===== src/logic/pm_pkg.sv =====
// Package of constants for the power monitor serial-bus slave.
// Assumes a 100 MHz system clock and a fast-mode bus master.
package pm_pkg;
    // ********************************************
    // Addressing
    // ********************************************
    localparam logic [4:0] ADDR_PREFIX = 5'h1a;
    localparam int ADDR_SEL_W = 2;
    // ********************************************
    // Command byte fields
    // ********************************************
    localparam int CMD_EXT_BIT = 7;
    localparam int CMD_V_CONT = 0;
    localparam int CMD_V_ONCE = 1;
    localparam int CMD_I_CONT = 2;
    localparam int CMD_I_ONCE = 3;
    localparam int CMD_VRANGE = 4;
    localparam int CMD_STATUS_RD = 6;
    localparam logic [7:0] CMD_RESET = 8'h00;
    localparam int EXT_REGS = 4;
    // ********************************************
    // Converter and timing
    // ********************************************
    localparam int ADC_W = 12;
    localparam int CLK_MHZ = 100;
    localparam int CONVERT_START_PIN_TIME_US = 10;
    localparam int CONVERT_START_PIN_CYCLES = CONVERT_START_PIN_TIME_US * CLK_MHZ;
    localparam int CNT_W = 11;
    localparam int BUS_KHZ_MAX = 400;
    typedef enum logic [5:0] {
        ST_IDLE = 6'h01,
        ST_ADDR = 6'h02,
        ST_AACK = 6'h04,
        ST_WDATA = 6'h08,
        ST_RDATA = 6'h10,
        ST_MACK = 6'h20
    } pm_state_t;
endpackage : pm_pkg


===== src/logic/pm_i2c_slave.sv =====
// Serial-bus slave front end of a hot swap controller and power monitor.
// Assumes scl and sda come from pins and adcResult from an outside model.
//
// Functional notes
// - Address is prefix 11010 plus two select bits.
// - Select code 00..11 gives write addresses 0xd0 to 0xd6.
// - Slave only; fast-mode clock up to 400 kHz.
// - Start is SDA falling while SCL high; then eight bits shift in.
// - First byte is address MSB first, then direction, 1 means read.
// - On match, pull SDA low for the ninth clock.
// - On mismatch, stay idle with SDA released.
// - Each byte is eight data bits plus one acknowledge bit.
// - SDA changes only while SCL low; rising SDA with SCL high is stop.
// - First written byte after address is the command byte.
// - Master does not acknowledge the last read byte, then stops.
// - Conversions start by bus command or convert_start_pin.
// - One 12-bit converter, voltage or current, one at a time.
// - Results come back as 12-bit values in two or three bytes.
// - Command MSB 0 is conversion command; MSB 1 extended write.
// - Reads are not acknowledged until a single-shot conversion ends.
`timescale 1ns/1ps
module pm_i2c_slave
    import pm_pkg::*;
(
    // Clock and reset
    input wire logic clk_sys,
    input wire logic rst,
    // Two-wire bus pins
    input wire logic sclIn,
    input wire logic sdaIn,
    output logic sdaOut,
    output logic sdaOe,
    // Straps and convert pin
    input wire logic [1:0] addrSel,
    input wire logic convert_start_pin,
    // Converter side
    output logic adcStart,
    output logic adcSelCurrent,
    output logic vRange,
    input wire logic [11:0] adcResult,
    input wire logic [7:0] statusByte,
    // Extended register view
    output logic [7:0] extReg1,
    output logic [7:0] extReg2,
    output logic [7:0] extReg3
);
    // ********************************************
    // Pin synchronisers and edge detection
    // ********************************************
    logic [1:0] sclSync, sdaSync, cnvSync;
    logic sclQ, sdaQ, cnvQ;
    always_ff @(posedge clk_sys) begin
        if (rst) begin
            sclSync <= 2'h3;
            sdaSync <= 2'h3;
            cnvSync <= 2'h0;
            sclQ <= 1'b1;
            sdaQ <= 1'b1;
            cnvQ <= 1'b0;
        end else begin
            sclSync <= {sclSync[0], sclIn};
            sdaSync <= {sdaSync[0], sdaIn};
            cnvSync <= {cnvSync[0], convert_start_pin};
            sclQ <= sclSync[1];
            sdaQ <= sdaSync[1];
            cnvQ <= cnvSync[1];
        end
    end
    logic scl, sda, sclRise, sclFall, startCond, stopCond, cnvRise;
    assign scl = sclSync[1];
    assign sda = sdaSync[1];
    assign sclRise = scl & ~sclQ;
    assign sclFall = ~scl & sclQ;
    assign startCond = scl & sclQ & sdaQ & ~sda;
    assign stopCond = scl & sclQ & ~sdaQ & sda;
    assign cnvRise = cnvSync[1] & ~cnvQ;

    // ********************************************
    // Address strap
    // ********************************************
    // The strap pin is asynchronous, so it passes two flops first.
    logic [1:0] selSync0, selSync1;
    always_ff @(posedge clk_sys) begin
        selSync0 <= addrSel;
        selSync1 <= selSync0;
    end
    logic strapDone;
    logic [1:0] addrLow;
    always_ff @(posedge clk_sys) begin
        if (rst) begin
            strapDone <= 1'b0;
            addrLow <= 2'h0;
        end else if (!strapDone) begin
            strapDone <= 1'b1;
            addrLow <= selSync1;
        end
    end

    // ********************************************
    // Bus state machine
    // ********************************************
    pm_state_t state;
    logic [7:0] shiftReg;
    logic [3:0] bitCnt;
    logic isRead, firstData, extPending;
    logic [1:0] extSel, rdIdx;
    logic once, convBusy;
    logic [7:0] cmdReg;
    logic [7:0] memData;
    logic addrHit, cmdWrite;
    assign addrHit = shiftReg[7:1] == {ADDR_PREFIX, addrLow};
    assign cmdWrite = (state == ST_WDATA) && sclFall && bitCnt == 4'h8
        && firstData && !shiftReg[CMD_EXT_BIT];

    always_ff @(posedge clk_sys) begin
        if (rst) begin
            state <= ST_IDLE;
            bitCnt <= 4'h0;
            shiftReg <= 8'h00;
            isRead <= 1'b0;
            firstData <= 1'b0;
            extPending <= 1'b0;
            extSel <= 2'h0;
            rdIdx <= 2'h0;
            sdaOut <= 1'b0;
            sdaOe <= 1'b0;
            extReg1 <= 8'h00;
            extReg2 <= 8'h00;
            extReg3 <= 8'h00;
        end else if (startCond) begin
            state <= ST_ADDR;
            bitCnt <= 4'h0;
            sdaOe <= 1'b0;
        end else if (stopCond) begin
            state <= ST_IDLE;
            sdaOe <= 1'b0;
        end else begin
            if (sclRise && bitCnt < 4'h8 && state != ST_RDATA) begin
                shiftReg <= {shiftReg[6:0], sda};
                bitCnt <= bitCnt + 4'h1;
            end
            case (state)
                ST_IDLE: begin
                    sdaOe <= 1'b0;
                end
                ST_ADDR: begin
                    if (sclFall && bitCnt == 4'h8) begin
                        if (addrHit && !(shiftReg[0] && once)) begin
                            sdaOe <= 1'b1;
                            sdaOut <= 1'b0;
                            isRead <= shiftReg[0];
                            firstData <= 1'b1;
                            rdIdx <= 2'h0;
                            state <= ST_AACK;
                        end else begin
                            state <= ST_IDLE;
                        end
                    end
                end
                ST_AACK: begin
                    if (sclFall) begin
                        bitCnt <= 4'h0;
                        if (isRead) begin
                            state <= ST_RDATA;
                            sdaOe <= ~memData[7];
                            sdaOut <= 1'b0;
                            shiftReg <= {memData[6:0], 1'b1};
                            rdIdx <= rdIdx + 2'h1;
                        end else begin
                            sdaOe <= 1'b0;
                            state <= ST_WDATA;
                        end
                    end
                end
                ST_WDATA: begin
                    if (sclFall && bitCnt == 4'h8) begin
                        sdaOe <= 1'b1;
                        sdaOut <= 1'b0;
                        state <= ST_AACK;
                        firstData <= 1'b0;
                        if (firstData) begin
                            extPending <= shiftReg[CMD_EXT_BIT];
                            extSel <= shiftReg[1:0];
                        end else if (extPending) begin
                            extPending <= 1'b0;
                            case (extSel)
                                2'h1: extReg1 <= shiftReg;
                                2'h2: extReg2 <= shiftReg;
                                2'h3: extReg3 <= shiftReg;
                                default: extPending <= 1'b0;
                            endcase
                        end
                    end
                end
                ST_RDATA: begin
                    if (sclFall) begin
                        bitCnt <= bitCnt + 4'h1;
                        if (bitCnt == 4'h7) begin
                            sdaOe <= 1'b0;
                            state <= ST_MACK;
                        end else begin
                            sdaOe <= ~shiftReg[7];
                            shiftReg <= {shiftReg[6:0], 1'b1};
                        end
                    end
                end
                ST_MACK: begin
                    if (sclRise) begin
                        state <= sda ? ST_IDLE : ST_AACK;
                    end
                end
                default: state <= ST_IDLE;
            endcase
        end
    end

    // ********************************************
    // Conversion control
    // ********************************************
    // A conversion is a fixed wait, the converter being outside.
    logic [CNT_W-1:0] convCnt;
    logic wantV, wantI, contV, contI, pinBoth, haveV, haveI;
    logic [11:0] vRes, iRes;
    logic memWr;
    logic [1:0] memWrAddr;
    logic [7:0] memWrData;
    always_ff @(posedge clk_sys) begin
        if (rst) begin
            cmdReg <= CMD_RESET;
            wantV <= 1'b0;
            wantI <= 1'b0;
            once <= 1'b0;
            convBusy <= 1'b0;
            convCnt <= '0;
            pinBoth <= 1'b0;
            adcSelCurrent <= 1'b0;
            vRes <= 12'h000;
            iRes <= 12'h000;
        end else begin
            if (cmdWrite) begin
                cmdReg <= shiftReg;
                pinBoth <= 1'b0;
                wantV <= shiftReg[CMD_V_CONT] | shiftReg[CMD_V_ONCE];
                wantI <= shiftReg[CMD_I_CONT] | shiftReg[CMD_I_ONCE];
                once <= shiftReg[CMD_V_ONCE] | shiftReg[CMD_I_ONCE];
            end else if (cnvRise) begin
                pinBoth <= 1'b1;
                wantV <= 1'b1;
                wantI <= 1'b1;
            end else if (!convBusy && (wantV || wantI)) begin
                convBusy <= 1'b1;
                adcSelCurrent <= !wantV;
                convCnt <= CNT_W'(CONVERT_START_PIN_CYCLES);
            end else if (convBusy) begin
                if (convCnt == '0) begin
                    convBusy <= 1'b0;
                    if (adcSelCurrent) begin
                        iRes <= adcResult;
                        wantI <= contI;
                        if (!contV && !contI) begin
                            once <= 1'b0;
                        end
                    end else begin
                        vRes <= adcResult;
                        wantV <= contV;
                        if (!wantI && !contV && !contI) begin
                            once <= 1'b0;
                        end
                    end
                end else begin
                    convCnt <= convCnt - 1'b1;
                end
            end
        end
    end
    assign contV = cmdReg[CMD_V_CONT];
    assign contI = cmdReg[CMD_I_CONT];
    assign vRange = cmdReg[CMD_VRANGE];
    assign adcStart = convBusy && convCnt == CNT_W'(CONVERT_START_PIN_CYCLES);
    // A pin request converts both channels, so the layout must say so.
    assign haveV = contV | cmdReg[CMD_V_ONCE] | pinBoth;
    assign haveI = contI | cmdReg[CMD_I_ONCE] | pinBoth;

    // ********************************************
    // Read-back byte packing
    // ********************************************
    // Three-byte layout: V high, I high, low nibbles packed.
    logic [1:0] packIdx;
    always_ff @(posedge clk_sys) begin
        if (rst) begin
            packIdx <= 2'h0;
        end else begin
            packIdx <= packIdx + 2'h1;
        end
    end
    always_comb begin
        memWr = 1'b1;
        memWrAddr = packIdx;
        case (packIdx)
            2'h0: memWrData = cmdReg[CMD_STATUS_RD] ? statusByte
                : haveV ? vRes[11:4] : iRes[11:4];
            2'h1: memWrData = (haveV && haveI) ? iRes[11:4]
                : haveV ? {vRes[3:0], 4'h0} : {iRes[3:0], 4'h0};
            2'h2: memWrData = {vRes[3:0], iRes[3:0]};
            default: memWrData = 8'h00;
        endcase
    end

    pm_result_mem resultMem (
        .clk_sys(clk_sys),
        .rst(rst),
        .wrEn(memWr),
        .wrAddr(memWrAddr),
        .wrData(memWrData),
        .rdAddr(rdIdx),
        .rdData(memData)
    );
endmodule : pm_i2c_slave


===== src/logic/pm_result_mem.sv =====
// Small result store: four bytes, registered read data.
// Assumes a single clock shared with the bus front end.
`timescale 1ns/1ps
module pm_result_mem
    import pm_pkg::*;
(
    // Clock and reset
    input wire logic clk_sys,
    input wire logic rst,
    // Write port
    input wire logic wrEn,
    input wire logic [1:0] wrAddr,
    input wire logic [7:0] wrData,
    // Read port
    input wire logic [1:0] rdAddr,
    output logic [7:0] rdData
);
    logic [7:0] mem [0:3];

    always_ff @(posedge clk_sys) begin
        if (wrEn) begin
            mem[wrAddr] <= wrData;
        end
    end

    always_ff @(posedge clk_sys) begin
        if (rst) begin
            rdData <= 8'h00;
        end else begin
            rdData <= mem[rdAddr];
        end
    end
endmodule : pm_result_mem


===== config.mk =====
export PLATFORM = sky130hd
export DESIGN_NAME = pm_i2c_slave
export DESIGN_NICKNAME = d
export VERILOG_FILES = /design/src/logic/pm_pkg.sv /design/src/logic/pm_i2c_slave.sv /design/src/logic/pm_result_mem.sv
export SDC_FILE = /design/constraint.sdc
export NUM_CORES = 1
export LEC_CHECK = 0
export ABC_AREA = 1
export BUFFER_PORTS_ARGS = -buffer_cell sky130_fd_sc_hd__buf_2
export CAP_MARGIN = 40
export CORE_MARGIN = 2
export CORE_UTILIZATION = 40
export DETAILED_ROUTE_END_ITERATION = 6
export SKIP_LAST_GASP = 1
export SYNTH_ARGS = -nofsm -noshare
export SYNTH_HDL_FRONTEND = slang
export SYNTH_HIERARCHICAL = 1
export SYNTH_SLANG_ARGS = --single-unit

===== constraint.sdc =====
create_clock -name clk_sys -period 2.05 [get_ports clk_sys]
set_input_delay 0.1025 -clock clk_sys [delete_from_list [all_inputs] [get_ports clk_sys]]
set_output_delay 0.1025 -clock clk_sys [all_outputs]
set_load 0.02 [all_outputs]

After elaboration in Yosys (flattened, before gate mapping)
Memory sizes are Yosys's and may differ from the RTL's. A register that Yosys moved wholly into a read port is not among the register bits.
Index checks and enable logic that the tools add are counted.
{ "word_totals": {"regBits": 117, "ram_bits": 32, "inputBits": 27, "output_inout_bits": 29, "mem_count": 1} }
{ "classes": {"n_addsub": 4, "order_cmp": 1, "eq_ne": 37, "muxes": 75, "bitwise_logic": 30, "reduce_logical": 60} }
{ "memory_table": {"columns": ["memory", "depth", "width", "rd", "rd_ports_with_merged_regs", "wr", "line_no", "source"], "rows": [
  ["resultMem.mem", 4, 8, 1, 1, 1, "pm_result_mem.sv:18", "logic [7:0] mem [0:3];"]
]} }
{ "ops": {"columns": ["cell", "count"], "rows": [
  ["8-bit two-way mux", 9],
  ["7-bit AND reduction", 6],
  ["1-bit two-way mux", 37],
  ["6-bit two-way mux", 6],
  ["6-bit one-hot mux with 6 select lines", 1],
  ["11-bit two-way mux", 3],
  ["6-bit AND reduction", 5],
  ["8-bit one-hot mux with 3 select lines", 1],
  ["4-bit inequality test, second input constant", 5],
  ["2-bit inequality test, second input constant", 9],
  ["8-bit one-hot mux with 2 select lines", 1],
  ["4-bit AND reduction", 4],
  ["1-bit logical AND", 15],
  ["1-bit NOT", 15],
  ["3-bit nonzero test", 5],
  ["2-bit two-way mux", 6],
  ["4-bit two-way mux", 3],
  ["11-bit by 10-bit == test with 1-bit output, second input constant", 1],
  ["11-bit zero test", 1],
  ["11-bit by 1-bit subtractor with 11-bit output, second input constant", 1],
  ["5-bit AND reduction", 2],
  ["2-bit nonzero test", 5],
  ["1-bit bitwise AND", 8],
  ["4-bit one-hot mux with 2 select lines", 1],
  ["other kinds (35)", 57]
]} }

Depth between registers and ports, before layout
{ "logic_depth": {"ltp_word": 10, "depth_mapped": 12} }

Hierarchy
The synthesis kept the hierarchy.
{ "modules_own_cells": {"columns": ["module", "n_inst", "cells_per_inst", "area_per_inst_um2"], "rows": [
  ["pm_i2c_slave", 1, 910, 5915.7],
  ["pm_result_mem", 1, 142, 1572.8]
]} }

Worst setup path before layout
OpenSTA, ideal clock, no wires.
{ "synth_timing": {"path_type": "flip-flop to flip-flop", "startpoint": "reg bitCnt[0]", "endpoint": "reg extReg2[7]", "setup_ps": 113, "t_arrival_ps": 1522, "required_time_ps": 1937, "setup_slack_ps": 415, "path_stages_with_launch": 13, "synth_period_minus_slack_ps": 1635, "path_cell_list": "dfxtp_1 > inv_1 > ha_1 > nand3_4 > nor2_8 > inv_2 > nor2_8 > nand3_2 > nor2_4 > buf_6 > nand2_1 > nand2_1 > nor2_1"} }
{ "synth_via": {"elab_chain_len": 3} }
{ "synth_lines": {"columns": ["element", "line_no", "source"], "rows": [
  ["start: declaration", "pm_i2c_slave.sv:104", "logic [3:0] bitCnt;"],
  ["start signal: assignment", "pm_i2c_slave.sv:140", "bitCnt <= bitCnt + 4'h1;"],
  ["start signal: assignment", "pm_i2c_slave.sv:197", "bitCnt <= bitCnt + 4'h1;"],
  ["4-bit == test", "pm_i2c_slave.sv:176", "if (sclFall && bitCnt == 4'h8) begin"],
  ["1-bit logical AND", "pm_i2c_slave.sv:176", null],
  ["7-bit AND reduction (no source line)", null, null],
  ["end signal: assignment", "pm_i2c_slave.sv:188", "2'h2: extReg2 <= shiftReg;"],
  ["end: declaration", "pm_i2c_slave.sv:44", "output logic [7:0] extReg2,"]
]} }
Every way passes these cells.
A chain may end at the register's enable or synchronous reset.

Worst setup path after layout
{ "layout_timing": {"startpoint": "reg bitCnt[0]", "endpoint": "reg extReg1[1]"} }
{ "layout_via": {"elab_chain_len": 3} }
{ "layout_lines": {"columns": ["element", "line_no", "source"], "rows": [
  ["4-bit == test", "pm_i2c_slave.sv:176", null],
  ["1-bit logical AND", "pm_i2c_slave.sv:176", null],
  ["7-bit AND reduction (no source line)", null, null],
  ["end signal: assignment", "pm_i2c_slave.sv:187", "2'h1: extReg1 <= shiftReg;"],
  ["end: declaration", "pm_i2c_slave.sv:43", "output logic [7:0] extReg1,"]
]} }
Every way passes these cells.

==> key figures <==
Placement
  – Port Buffers: 54
  – Placed insts: 1327
  – Post-DP HPWL: 12500 um
  – GPL Wtd Cong: 0.868
  – Placement Cell Area: 0.00805 mm2

Final layout
  – Final nets: 1167
  – Diode count: 0
  – Register area: 0.00342 mm2
  – Final instance area: 0.00885 mm2
  – Multi-input combinational cell area: 0.00338 mm2
  – Fillers: 1867
  – Fin cells: 1379
  – Growth of design area from synthesis to finish: 18.2%
  – Layout cells sized above 1: 13.7%

Worst setup path
  – Crit path required time: 2.38 ns
  – CP max stage delay: 0.34 ns
  – FF-to-FF path depth: 11
  – RR Startpoint: bitCnt[0]
  – Arrival @ worst endpoint: 2.19 ns
  – CP Max Fanout: 16
  – Critical path startpoint category: register
  – Crit-path cells: inv_1 -> ha_1 -> nand3_4 -> nor2_8 -> inv_2 -> nor2_8 -> nand3_2 -> nor2_4 -> nand2_1 -> nand2_1 -> nor2_1
  – Setup Crit Path Kind: reg -> reg
  – Reg2reg setup slack: 0.19 ns
  – RR Endpoint: extReg1[1]
  – Worst setup EP type: register
  – CP max stage cell: dfxtp_1

Global route
  – Pin count of the biggest net entering global routing: 50
  – Antenna violations before repair: 0
  – First-pass GRT wire length: 29600 um
  – Number of global-route vias before repair: 6148
  – GRT Overall Usage: 18.4%
  – GRT overflow: 0

Worst hold path
  – Hold WC Path Type: in -> reg
  – WHS Path Cells: 2
  – Min-delay src: rst
  – Hold Path Sink: strapDone

Clock network
  – CTS H-tree depth: 4
  – Root buf cell: clkbuf_16
  – CTS sink cnt: 155
  – Clock buffer depth: 2
  – TritonCTS clock tree: built
  – Clk_lat worst skew: 0.43 ns
  – Worst-path clk slew: 0.07 ns
  – Num CTS Buffers: 17

Timing
  – Setup TNS: 0 ns
  – Worst Max-Slew Pin Slew: 0.585 ns
  – Relative slew slack: 61.0%
  – Max-slew violation count: 0
  – Worst Skew: 0.0103 ns
  – Fin crit share: 90.7%
  – Final hold vios: 0
  – Peak Freq: 0.538 GHz
  – RSZ-0062 raised after global routing: false
  – Tmin final: 1.86 ns
  – Final setup fails: 0

Run
  – Max_cap viols: 0

Routing
  – DRC violations left: 0
  – Average vias per placed instance: 4.84
  – Initial drt markers: 341
  – Detail Route Antenna Nets: 0
  – Drt wl/cell: 12.9 um
  – DR pass1 iterations: 7
  – Via Count: 6680
  – Final Routed Wirelength: 17800 um

Yosys
  – Unique masters post-synth: 43
  – Synth top area share: 32.9%
  – Ranking of synthesized cells by area: dfxtp_1 (33%), nand2_1 (13%), edfxtp_1 (13%)
  – EDFF count, synth: 32
  – Commonest cells post-synth: nand2_1 (261), nor2_1 (169), dfxtp_1 (123), inv_1 (115), nand3_1 (101)
  – FF+latch count, synth: 155
  – Cell Area, Synth: 0.00749 mm2
  – Syn_nets: 1087
  – Synthesis warning total: 6
  – Predominant post-synthesis flop cell: dfxtp_1
  – Cell taking the most area after synthesis: dfxtp_1
  – Seq/Total Area, Yosys: 45.7%
  – Post-synth ARST share: 0%
  – Syn Area/Cell: 7.12 um2
  – Cells after Synth: 1052
  – Count leader, synth: nand2_1

Power and ir drop
  – P_leak: 0.00399 uW
  – Cell Pwr Density: 982 mW/mm2
  – Tot Pwr: 8700 uW
  – Max VDD drop: 782 uV

Die
  – # rows: 50
  – DIE AREA: 0.0198 mm2
  – Die width: 141 um
  – Die height: 141 um
  – Starting density of the core: 40.4%
  – Io pins: 56
  – Core Region: 0.0185 mm2

Run status
  – Status: finished, final reports clean
[power breakdown]
| part | internal [uW] | switching, uW |
|---|---|---|
| Combinational | 749 | 1230 |
| Clock | 1780 | 1300 |
| Sequential | 3380 | 253 |
[cell type report]
class | count | area share (%)
clock inverters | 11 | 1.23
multi-input cells | 731 | 38.1
repair buffers | 101 | 7.94
clock buffers | 21 | 5.31
well taps | 234 | 3.31
inverters | 126 | 5.40
flip-flops and latches | 155 | 38.7
[flip-flops by register name, summed over array words and instances, names as in the netlist, 2 cells and up]
register / count
sclSync: 2
cmdReg: 6
convCnt: 11
extSel: 2
selSync0: 2
state: 6
extReg2: 8
memWrAddr: 2
vRes: 12
extReg1: 8
shiftReg: 8
sdaSync: 2
iRes: 12
selSync1: 2
cnvSync: 2
resultMem/mem: 32
extReg3: 8
addrLow: 2
rdIdx: 2
bitCnt: 4
resultMem/rdData: 8
[what timing repair did]
| item | 4_1_cts | 5_1_grt |
|---|---|---|
| buffers inserted | 0 | 3 |
| endpoints found under the setup margin | 0 | 21 |
| hold buffers | 17 | 0 |
| resized for setup | 0 | 2 |
| endpoints found under the hold margin | 29 | 0 |
[kinds of logic (layout without fill, tap and decap cells)]
group           Yosys count  count (layout)  synth area share, %
fa+ha+maj                 8               8                 1.34
flops                   155             155                 45.7
compound gates          131             131                 9.49
xor+xnor                  2               2                0.234
other cells               2               2                0.100
buf+inv                 166             259                 9.27
simple gates            588             588                 33.9
[worst max-delay path by stage]
| stage | from | end | slack, ns | cells after the start |
|---|---|---|---|---|
| global placement | bitCnt[0] | convCnt[10] | 0.09 | 9 |
| floorplan | bitCnt[0] | extReg2[7] | 0.42 | 12 |
| CTS | bitCnt[0] | convCnt[5] | 0.04 | 9 |
| detailed placement | bitCnt[0] | convCnt[5] | 0.05 | 9 |
| global route | bitCnt[0] | extReg1[3] | 0.0004 | 11 |
| finish | bitCnt[0] | extReg1[1] | 0.19 | 11 |
[per-stage QoR]
step           hold slack, ns  setup slack [ns]  utilization, %
2_1_floorplan           0.130             0.415               -
3_3_place_gp            0.207            0.0883            43.5
3_5_place_dp            0.212            0.0537            43.5
4_1_cts               0.00359            0.0375            47.5
5_1_grt                0.0330          0.000424            47.8
6_report               0.0197             0.190            47.8
[worst max-delay path, delay by kind of cell (launching register included)]
family        cells  cell delay, ns
simple gates      8            1.05
flops             1            0.34
buf+inv           2            0.19
fa+ha+maj         1            0.19
[metal layers]
layer | GRT usage [%] | up-vias | routed length (um)
met5 | 0 | - | 0
met4 | 6.95 | 0 | 315
met3 | 3.16 | 30 | 597
met2 | 29.8 | 107 | 8160
met1 | 24.9 | 3021 | 8770
li1 | - | 3522 | -
[layout by cell type, fill, tap and decap left out, types with 2 or more instances in the layout]
master,instances
clkinvlp_4,2
inv_6,3
o21bai_1,3
nor2_2,8
nor2_4,3
nand4_1,7
o21ai_0,34
nor2_8,2
nor2_1,167
dlygate4sd3_1,17
a21oi_1,53
buf_12,3
inv_2,10
buf_4,27
nor3_1,17
or2_2,7
a31oi_1,5
dfxtp_1,123
nand3b_1,2
clkbuf_16,17
ha_1,8
nand3_1,101
clkbuf_8,3
buf_2,54
o21ai_1,20
nand3_2,5
nand2_1,261
nor4_1,2
clkinv_4,4
nand2_2,3
o211ai_1,9
conb_1,2
edfxtp_1,32
inv_1,114
o31ai_1,2
(Power assumes the default switching activity.)
